`src/flash_read_wait_state_count_map_defs.vh`:
```
// Behaviour
// one megabyte main array reachable by reads
// every array read fetches one 128-bit line
// byte to double-word writes, sector and mass erase
// twelve sectors: 4x16K, 1x64K, 7x128K ascending
// sector 0 at 0x08000000-0x08003fff, 16K steps
// sector 4 at 0x08010000-0x0801ffff
// sector 5 at 0x08020000-0x0803ffff, then contiguous
// sector 11 at 0x080e0000-0x080fffff
// boot area decoded and write protected
// 512 otp bytes plus 16 lock bytes
// 16-byte option area ending at 0x1fffc00f
// array read takes wait states plus one
// software picks wait states, upper supply ranges
// software picks wait states, lower supply ranges
// wait-state count is zero after reset
// software keeps prefetch off below 2.1 V
// raise clock: write wait states, confirm, then clock
// access control readback shows effective wait states
// lower clock: clock first, then wait states
// new wait states apply later, readback effective
// decoder gives sector index and region selects
`ifndef FLASH_READ_WAIT_STATE_COUNT_MAP_DEFS_VH
`define FLASH_READ_WAIT_STATE_COUNT_MAP_DEFS_VH

// address map
`define MAIN_BASE       32'h0800_0000
`define MAIN_LAST       32'h080f_ffff
`define BOOT_BASE       32'h1fff_0000
`define BOOT_LAST       32'h1fff_77ff
`define OTP_BASE        32'h1fff_7800
`define OTP_LAST        32'h1fff_7a0f
`define OPT_BASE        32'h1fff_c000
`define OPT_LAST        32'h1fff_c00f

// sector layout inside the main array offset
`define SMALL_SECTORS   4'h4
`define BIG_SECTOR      4'h4
`define LAST_SECTOR     4'hb
`define OFFSET_W        20

// region codes towards the array
`define REGION_MAIN     2'h0
`define REGION_BOOT     2'h1
`define REGION_OTP      2'h2
`define REGION_OPT      2'h3

// access sizes
`define SIZE_BYTE       2'h0
`define SIZE_HALF       2'h1
`define SIZE_WORD       2'h2
`define SIZE_DWORD      2'h3

// register offsets on the register bus
`define REG_ACCESS_CTRL 12'h000
`define REG_ERASE_CMD   12'h004
`define REG_STATUS      12'h008

// field positions
`define WS_MSB          2
`define WS_RESET        3'h0
`define CMD_SECTOR_BIT  0
`define CMD_MASS_BIT    1
`define CMD_SECT_LSB    8
`define CMD_SECT_MSB    11
`define STAT_BUSY_BIT   0
`define STAT_WPROT_BIT  1
`define STAT_REJECT_BIT 2

`endif

```
`src/sector_decode.v`:
```
`timescale 1ns/100ps
`default_nettype none
`include "flash_read_wait_state_count_map_defs.vh"

// combinational decode of a bus address into region and sector
module sector_decode (
    // address in
    input  wire [31:0] addr_i,
    // decode out
    output reg         main_sel_o,
    output reg         boot_sel_o,
    output reg         otp_sel_o,
    output reg         opt_sel_o,
    output reg  [3:0]  sector_o,
    output reg  [19:0] offset_o
);

    reg [31:0] rel; // address relative to the main base
    reg [31:0] sub; // address relative to a system region base

    // region selects, sector index and in-region offset
    always @* begin
        rel        = addr_i - `MAIN_BASE;
        main_sel_o = (addr_i >= `MAIN_BASE) && (addr_i <= `MAIN_LAST);
        boot_sel_o = (addr_i >= `BOOT_BASE) && (addr_i <= `BOOT_LAST);
        otp_sel_o  = (addr_i >= `OTP_BASE) && (addr_i <= `OTP_LAST);
        opt_sel_o  = (addr_i >= `OPT_BASE) && (addr_i <= `OPT_LAST);
        sub        = rel;
        if (boot_sel_o) begin
            sub = addr_i - `BOOT_BASE;
        end else if (otp_sel_o) begin
            sub = addr_i - `OTP_BASE;
        end else if (opt_sel_o) begin
            sub = addr_i - `OPT_BASE;
        end
        // regions stay below one megabyte, so the upper bits are dropped on purpose
        offset_o   = sub[19:0];
        // sector index: four small, one mid, seven large
        if (rel[19:16] == 4'h0) begin
            sector_o = {2'b00, rel[15:14]};
        end else if (rel[19:16] == 4'h1) begin
            sector_o = `BIG_SECTOR;
        end else begin
            sector_o = `SMALL_SECTORS + {1'b0, rel[19:17]};
        end
        if (!main_sel_o) begin
            sector_o = 4'h0;
        end
    end

endmodule
`default_nettype wire

```
`src/flash_read_wait_state_count_map.v`:
```
`timescale 1ns/100ps
`default_nettype none
`include "flash_read_wait_state_count_map_defs.vh"

// read side controller of the embedded array: decode, wait states,
// program and erase launch, and an apb register slave
module flash_read_wait_state_count_map #(
    parameter WS_W   = 3,   // wait-state field width, up to seven
    parameter LINE_W = 128  // width of one array line
) (
    // clock and reset
    input  wire              clk_i,
    input  wire              rst_n_i,
    // apb register slave
    input  wire              psel_i,
    input  wire              penable_i,
    input  wire              pwrite_i,
    input  wire [11:0]       paddr_i,
    input  wire [31:0]       pwdata_i,
    output reg  [31:0]       prdata_o,
    output reg               pready_o,
    output reg               pslverr_o,
    // cpu read and write port
    input  wire              cpu_req_i,
    input  wire              cpu_we_i,
    input  wire [31:0]       cpu_addr_i,
    input  wire [1:0]        cpu_size_i,
    input  wire [63:0]       cpu_wdata_i,
    output reg               cpu_ack_o,
    output reg               cpu_err_o,
    output reg  [31:0]       cpu_rdata_o,
    // array macro side
    output reg               arr_rd_o,
    output reg               arr_wr_o,
    output reg               arr_erase_o,
    output reg               arr_mass_o,
    output reg  [1:0]        arr_region_o,
    output reg  [3:0]        arr_sector_o,
    output reg  [19:0]       arr_offset_o,
    output reg  [1:0]        arr_size_o,
    output reg  [63:0]       arr_wdata_o,
    input  wire [LINE_W-1:0] arr_line_i,
    input  wire              arr_done_i
);

    // controller states
    localparam ST_IDLE  = 2'h0;
    localparam ST_READ  = 2'h1;
    localparam ST_WRITE = 2'h2;
    localparam ST_ERASE = 2'h3;

    reg  [1:0]      state;      // controller state
    reg  [WS_W-1:0] ws_req;     // wait states as last written
    reg  [WS_W-1:0] ws_eff;     // wait states in use for array reads
    reg  [WS_W-1:0] ws_cnt;     // remaining wait states of a read
    reg             wprot_flag; // sticky: refused write to boot area
    reg             rej_flag;   // sticky: refused erase command

    // decoder outputs
    wire            main_sel;
    wire            boot_sel;
    wire            otp_sel;
    wire            opt_sel;
    wire [3:0]      sector;
    wire [19:0]     offset;

    // apb qualifiers
    wire            apb_setup;  // setup phase of a transfer
    wire            apb_wr;     // write taking effect this edge
    wire            reg_hit;    // address matches a register

    // cpu request qualifiers
    wire            cpu_take;   // request accepted this edge
    wire            any_sel;    // address lands in a mapped region

    // erase command fields
    wire            cmd_sector; // sector erase requested
    wire            cmd_mass;   // mass erase requested
    wire [3:0]      cmd_sect;   // sector to erase
    wire            cmd_ok;     // command legal now

    reg  [31:0]     next_prdata; // read mux for the register bus
    reg  [31:0]     line_word;   // word picked out of the array line

    // address decoder
    sector_decode u_decode (
        .addr_i     (cpu_addr_i),
        .main_sel_o (main_sel),
        .boot_sel_o (boot_sel),
        .otp_sel_o  (otp_sel),
        .opt_sel_o  (opt_sel),
        .sector_o   (sector),
        .offset_o   (offset)
    );

    assign apb_setup  = psel_i & ~penable_i;
    assign apb_wr     = psel_i & penable_i & pready_o & pwrite_i;
    assign reg_hit    = (paddr_i == `REG_ACCESS_CTRL) || (paddr_i == `REG_ERASE_CMD) ||
                        (paddr_i == `REG_STATUS);
    assign any_sel    = main_sel | boot_sel | otp_sel | opt_sel;
    // the ack/err cycle still sees the old request, so it is not retaken
    assign cpu_take   = (state == ST_IDLE) & cpu_req_i & ~cpu_ack_o & ~cpu_err_o;
    assign cmd_sector = pwdata_i[`CMD_SECTOR_BIT];
    assign cmd_mass   = pwdata_i[`CMD_MASS_BIT];
    assign cmd_sect   = pwdata_i[`CMD_SECT_MSB:`CMD_SECT_LSB];
    // an erase is taken only while idle with no cpu request taken; a sector erase also needs a real sector number
    assign cmd_ok     = (state == ST_IDLE) & ~cpu_take & (cmd_mass | (cmd_sect <= `LAST_SECTOR));

    // pick the addressed 32-bit word out of the 128-bit line
    always @* begin
        case (arr_offset_o[3:2])
            2'h0:    line_word = arr_line_i[31:0];
            2'h1:    line_word = arr_line_i[63:32];
            2'h2:    line_word = arr_line_i[95:64];
            2'h3:    line_word = arr_line_i[127:96];
            default: line_word = 32'h0000_0000;
        endcase
    end

    // register read mux
    always @* begin
        next_prdata = 32'h0000_0000;
        case (paddr_i)
            `REG_ACCESS_CTRL: begin
                next_prdata[`WS_MSB:0] = ws_eff;
            end
            `REG_STATUS: begin
                next_prdata[`STAT_BUSY_BIT]   = (state != ST_IDLE);
                next_prdata[`STAT_WPROT_BIT]  = wprot_flag;
                next_prdata[`STAT_REJECT_BIT] = rej_flag;
            end
            default: begin
                next_prdata = 32'h0000_0000; // erase command reads as zero
            end
        endcase
    end

    // apb answer: ready and data registered in the setup cycle
    always @(posedge clk_i or negedge rst_n_i) begin
        if (!rst_n_i) begin
            pready_o  <= 1'b0;
            pslverr_o <= 1'b0;
            prdata_o  <= 32'h0000_0000;
        end else begin
            pready_o  <= apb_setup;
            pslverr_o <= apb_setup & ~reg_hit;
            if (apb_setup && !pwrite_i) begin
                prdata_o <= next_prdata;
            end
        end
    end

    // wait-state setting: written value, applied only between reads
    always @(posedge clk_i or negedge rst_n_i) begin
        if (!rst_n_i) begin
            ws_req <= `WS_RESET;
            ws_eff <= `WS_RESET;
        end else begin
            if (apb_wr && paddr_i == `REG_ACCESS_CTRL) begin
                ws_req <= pwdata_i[`WS_MSB:0];
            end
            // never change the count under a read in flight
            if (state == ST_IDLE && !cpu_take) begin
                ws_eff <= ws_req;
            end
        end
    end

    // sticky status flags: hardware set wins over write-one clear
    always @(posedge clk_i or negedge rst_n_i) begin
        if (!rst_n_i) begin
            wprot_flag <= 1'b0;
            rej_flag   <= 1'b0;
        end else begin
            if (cpu_take && cpu_we_i && boot_sel) begin
                wprot_flag <= 1'b1;
            end else if (apb_wr && paddr_i == `REG_STATUS && pwdata_i[`STAT_WPROT_BIT]) begin
                wprot_flag <= 1'b0;
            end
            if (apb_wr && paddr_i == `REG_ERASE_CMD && (cmd_sector || cmd_mass) && !cmd_ok) begin
                rej_flag <= 1'b1;
            end else if (apb_wr && paddr_i == `REG_STATUS && pwdata_i[`STAT_REJECT_BIT]) begin
                rej_flag <= 1'b0;
            end
        end
    end

    // main controller: reads with wait states, writes, erases
    always @(posedge clk_i or negedge rst_n_i) begin
        if (!rst_n_i) begin
            state        <= ST_IDLE;
            ws_cnt       <= {WS_W{1'b0}};
            cpu_ack_o    <= 1'b0;
            cpu_err_o    <= 1'b0;
            cpu_rdata_o  <= 32'h0000_0000;
            arr_rd_o     <= 1'b0;
            arr_wr_o     <= 1'b0;
            arr_erase_o  <= 1'b0;
            arr_mass_o   <= 1'b0;
            arr_region_o <= `REGION_MAIN;
            arr_sector_o <= 4'h0;
            arr_offset_o <= 20'h0_0000;
            arr_size_o   <= `SIZE_BYTE;
            arr_wdata_o  <= 64'h0000_0000_0000_0000;
        end else begin
            // strobes last one cycle
            cpu_ack_o   <= 1'b0;
            cpu_err_o   <= 1'b0;
            arr_rd_o    <= 1'b0;
            arr_wr_o    <= 1'b0;
            arr_erase_o <= 1'b0;
            case (state)
                ST_IDLE: begin
                    if (cpu_take) begin
                        if (!any_sel || (cpu_we_i && boot_sel)) begin
                            // unmapped address or protected boot area
                            cpu_err_o <= 1'b1;
                        end else begin
                            // latch the decoded target for the array
                            arr_sector_o <= sector;
                            arr_offset_o <= offset;
                            arr_size_o   <= cpu_size_i;
                            arr_wdata_o  <= cpu_wdata_i;
                            if (boot_sel) begin
                                arr_region_o <= `REGION_BOOT;
                            end else if (otp_sel) begin
                                arr_region_o <= `REGION_OTP;
                            end else if (opt_sel) begin
                                arr_region_o <= `REGION_OPT;
                            end else begin
                                arr_region_o <= `REGION_MAIN;
                            end
                            if (cpu_we_i) begin
                                arr_wr_o <= 1'b1;
                                state    <= ST_WRITE;
                            end else begin
                                arr_rd_o <= 1'b1;
                                ws_cnt   <= ws_eff;
                                state    <= ST_READ;
                            end
                        end
                    end else if (apb_wr && paddr_i == `REG_ERASE_CMD && (cmd_sector || cmd_mass) && cmd_ok) begin
                        // sector or whole-array erase
                        arr_erase_o  <= 1'b1;
                        arr_mass_o   <= cmd_mass;
                        arr_sector_o <= cmd_sect;
                        arr_region_o <= `REGION_MAIN;
                        state        <= ST_ERASE;
                    end
                end
                ST_READ: begin
                    // line sampled once the wait states have elapsed
                    if (ws_cnt == {WS_W{1'b0}}) begin
                        cpu_rdata_o <= line_word;
                        cpu_ack_o   <= 1'b1;
                        state       <= ST_IDLE;
                    end else begin
                        ws_cnt <= ws_cnt - {{(WS_W-1){1'b0}}, 1'b1};
                    end
                end
                ST_WRITE: begin
                    // reads stall until the program operation ends
                    if (arr_done_i) begin
                        cpu_ack_o <= 1'b1;
                        state     <= ST_IDLE;
                    end
                end
                ST_ERASE: begin
                    if (arr_done_i) begin
                        arr_mass_o <= 1'b0;
                        state      <= ST_IDLE;
                    end
                end
                default: begin
                    state <= ST_IDLE;
                end
            endcase
        end
    end

endmodule
`default_nettype wire

```
`config.mk`:
```
export PLATFORM = sky130hd
export DESIGN_NAME = flash_read_wait_state_count_map
export DESIGN_NICKNAME = d
export VERILOG_FILES = /design/src/sector_decode.v /design/src/flash_read_wait_state_count_map.v
export VERILOG_INCLUDE_DIRS = /design/src
export SDC_FILE = /design/constraint.sdc
export NUM_CORES = 1
export LEC_CHECK = 0
export ABC_AREA = 1
export BUFFER_PORTS_ARGS = -buffer_cell sky130_fd_sc_hd__buf_2
export CAP_MARGIN = 10
export CORE_AREA = 2 2 171 173
export CTS_CLUSTER_SIZE = 28
export DETAILED_ROUTE_END_ITERATION = 16
export DIE_AREA = 0 0 173 175
export PLACE_DENSITY = 0.64
export SLEW_MARGIN = 20
export SYNTH_ARGS = -nofsm -noshare
export SYNTH_HDL_FRONTEND = slang
export SYNTH_SLANG_ARGS = --single-unit
export TNS_END_PERCENT = 30
```
`constraint.sdc`:
```
create_clock -name clk_i -period 2.8 [get_ports clk_i]
set_input_delay 0.14 -clock clk_i [delete_from_list [all_inputs] [get_ports clk_i]]
set_output_delay 0.14 -clock clk_i [all_outputs]
set_load 0.005 [all_outputs]
```
==> run_results.csv <==
group,metric,value,unit
worst_setup_path,cp_max_fo,17,
clock_tree,clock_sinks,148,
clock_tree,cts_root_buffer,"clkbuf_16",
final_layout,ff_latch_area,0.003704,mm^2
power,netSwitchingPower,3.793,mW
routing,vias,8741,
final_layout,multi_input_area,0.003595,mm^2
worst_setup_path,cp.arrival,2730,ps
global_routing,grt_first_pass_wirelength,45940,um
routing,final_antenna_net_count,0,
worst_setup_path,cp-start-kind,"flop",
floorplan,start_util,27.62,%
final_layout,layout-drive-gt1-share,29.22,%
sta,fin_crit,2372,ps
sta,finalClockSkew,15.14,ps
power,ir_drop,0.0003826,V
synth,synth-main-ff-cell,"dfrtp_1",
global_routing,antenna_found_initial,2,
power,leakage,6.381,nW
floorplan,fp.dieArea,0.03028,mm^2
power,power_frac_seq,36.0,%
global_routing,grt_max_degree,90,
floorplan,ioPinCount,442,
floorplan,coreArea,0.02839,mm^2
power,power_density,828.7,mW/mm^2
placement,globalplace.congestion,0.8910,
routing,vias_per_cell,4.499,
synth,postSynthCellCount,1039,
routing,drc,0,
final_layout,final_nets,1835,
clock_tree,post-cts-setup-buffer-count,0,
clock_tree,postCtsHoldBufs,122,
sta,finalMaxSlewViolations,0,
routing,first_pass_iters,6,
synth,synth_top_family_by_area,"simple AND/OR/NAND/NOR gates",
clock_tree,clkSlewWorstSetupHoldPaths,70,ps
floorplan,die-height,175,um
min_path,min_path_type,"primary input to flop",
sta,setup_viol,0,
synth,ys_seq_area_share,47.22,%
clock_tree,ctsResizeCount,0,
synth,yosysTopAreaCellShare,47.22,%
synth,muxShareOfSynthArea,0.5743,%
power,power.total,9.888,mW
placement,portBuffers,387,
floorplan,die_x,173,um
synth,synth_warnings,0,
clock_tree,clock_latency,430,ps
clock_tree,clockBufferDepth,2,
worst_setup_path,end_kind,"flop",
synth,async_flop_share,100.0,%
sta,slew_headroom,54.01,%
sta,rsz0062_at_grt,"false",
synth,synth_compound_area_share,10.69,%
run,drv_cap,0,
power,combPwrFrac,41.5,%
power,clkPwrFrac,22.5,%
synth,ys_ff_latch,148,
synth,synthTopCellsByArea,"dfrtp_1 47%, nand2_1 21%, nor2_1 4.2%",
run_status,status,"finished clean",
synth,synthAdderAreaFrac,2.074,%
sta,tightestPinTransition,684.6,ps
synth,synth_xor_area_share,0.2234,%
routing,wl_per_cell,15.23,um
sta,fmax,0.4216,GHz
global_routing,grt_pass1_vias,8708,
global_routing,track_usage,19.11,%
floorplan,rows,62,
synth,synth_area_per_cell,7.548,um^2
routing,drt_iter0_markers,483,
final_layout,area_growth,52.14,%
global_routing,grt-ovfl-total,0,
final_layout,fill_cells,2869,
sta,finalWorstSetupSlack,428.0,ps
clock_tree,cts_made_buffers,17,
power,p_sw_share,38.36,%
synth,synth_edf_count,0,
synth,synthDistinctLibCells,42,
sta,setup_tns,0,ps
placement,pre_cts_ws,333.4,ps
final_layout,fin_cells,1943,
clock_tree,h-tree-depth,4,
synth,yosys.area_share.simple,30.70,%
placement,hpwl,21390,um
power,intPower,6.095,mW
worst_setup_path,critical_path_class,"flop to flop",
clock_tree,cts_tree,"built",
worst_setup_path,cp.required,3160,ps
placement,place_inst,1787,
routing,wl,29590,um
sta,finalCritPeriodShare,84.72,%
sta,hold_viol,0,
synth,synth_area,0.007843,mm^2
synth,yosys.area.top_type,"dfrtp_1",
-- layer usage --
metal / GRT usage, % / share of wire (%) / vias to the layer above
li1: - / - / 4306
met3: 3.982 / 6.1 / 70
met1: 22.83 / 41 / 4014
met5: 0 / 0 / -
met4: 9.993 / 3.9 / 0
met2: 32.45 / 49 / 351
-- cells in the mapped netlist (2+ instances only) --
master     count
a22o_1         6
buf_4         37
buf_1          2
nand4_1        8
xor2_1         2
inv_2          2
nor3_1        13
nor2_1        88
o21ai_1        5
o21ai_0       42
a31oi_1        2
nand3_2        4
mux2_2         4
o22ai_1        2
inv_1         65
a221oi_1       5
o2111ai_1      2
dfrtp_1      148
nand2_2        4
nand3_1       37
ha_1          13
buf_2          9
nand2_1      445
a21oi_1       33
clkbuf_1      18
a41oi_1       27
-- cell families (layout without fill, tap and decap cells) --
| family | after synthesis | in the layout |
|---|---|---|
| buffers and inverters | 135 | 625 |
| XOR/XNOR | 2 | 2 |
| flip-flops | 148 | 148 |
| adder cells (fa/ha/maj) | 13 | 13 |
| AO/OA/AOI/OAI | 132 | 132 |
| AND/OR/NAND/NOR | 604 | 604 |
| multiplexers | 4 | 4 |
| other | 1 | 31 |
-- stage by stage --
step / hold WS [ps] / utilization (%) / cell area, um^2
floorplan: -155.6 / - / 7948
global placement: 177.2 / 35.74 / 10150
detailed placement: 177.8 / 35.74 / 10150
CTS: 0.3654 / 42.01 / 11930
global route: 13.66 / 42.01 / 11930
finish: 18.37 / 42.02 / 11930
-- power groups by stage --
stage	combinational, mW	sequential [mW]	clock, mW
after floorplan	1.81	3.59	0
after global placement	3.71	3.55	0
after detailed placement	3.74	3.57	0
after CTS	4.14	3.56	2.29
after global routing	4.62	3.68	2.38
final	4.11	3.56	2.22
-- critical path, cell delays in order, from the launching register on --
cell	delay, ps
dfrtp_1	580
nand2_1	90
inv_1	410
buf_4	330
nand2_1	80
a41oi_1	230
dlygate4sd3_1	580
-- final timing paths --
path	start	depth (start not counted)	slack, ps	end
min in group asynchronous	rst_n_i	2	280	arr_wdata_o[50]
max	arr_offset_o[2]	6	430	cpu_rdata_o[25]
min reg2reg	arr_sector_o[0]	2	470	arr_sector_o[0]
max reg2reg	arr_offset_o[2]	6	430	cpu_rdata_o[25]
max in group asynchronous	rst_n_i	3	1640	arr_wdata_o[12]
min	arr_line_i[111]	3	20	cpu_rdata_o[15]
-- flip-flops by register name, summed over array words and instances, names as in the netlist, 2 cells and up --
register,count
arr_region_o,2
arr_sector_o,4
ws_eff,3
cpu_rdata_o,32
prdata_o,3
arr_wdata_o,64
arr_size_o,2
arr_offset_o,20
ws_cnt,3
state,2
ws_req,3
-- cells in the final DEF (no fill, tap or decap), types with 4 or more instances in the layout --
cell type / instances
nor3_1: 13
nand4_1: 8
o21ai_1: 5
nand2_1: 445
nor2_1: 85
buf_12: 4
buf_4: 12
buf_2: 386
clkbuf_16: 17
nand3_1: 37
mux2_2: 4
inv_6: 6
o21ai_0: 42
dfrtp_1: 148
nand2_2: 4
ha_1: 13
conb_1: 29
a21oi_1: 33
a221oi_1: 5
inv_1: 65
a41oi_1: 27
a22o_1: 6
dlygate4sd3_1: 122
-- layout make-up --
cell class              instances  share of cell area [%]
flip-flops and latches        148                   31.04
multi-input cells             784                   30.13
repair buffers                525                   27.95
well taps                     384                   4.027
clock buffers                  18                   3.681
inverters                      68                   2.139
clock inverters                14                  0.9962
diodes                          2                 0.04195
Power figures use the tool's default switching activity.
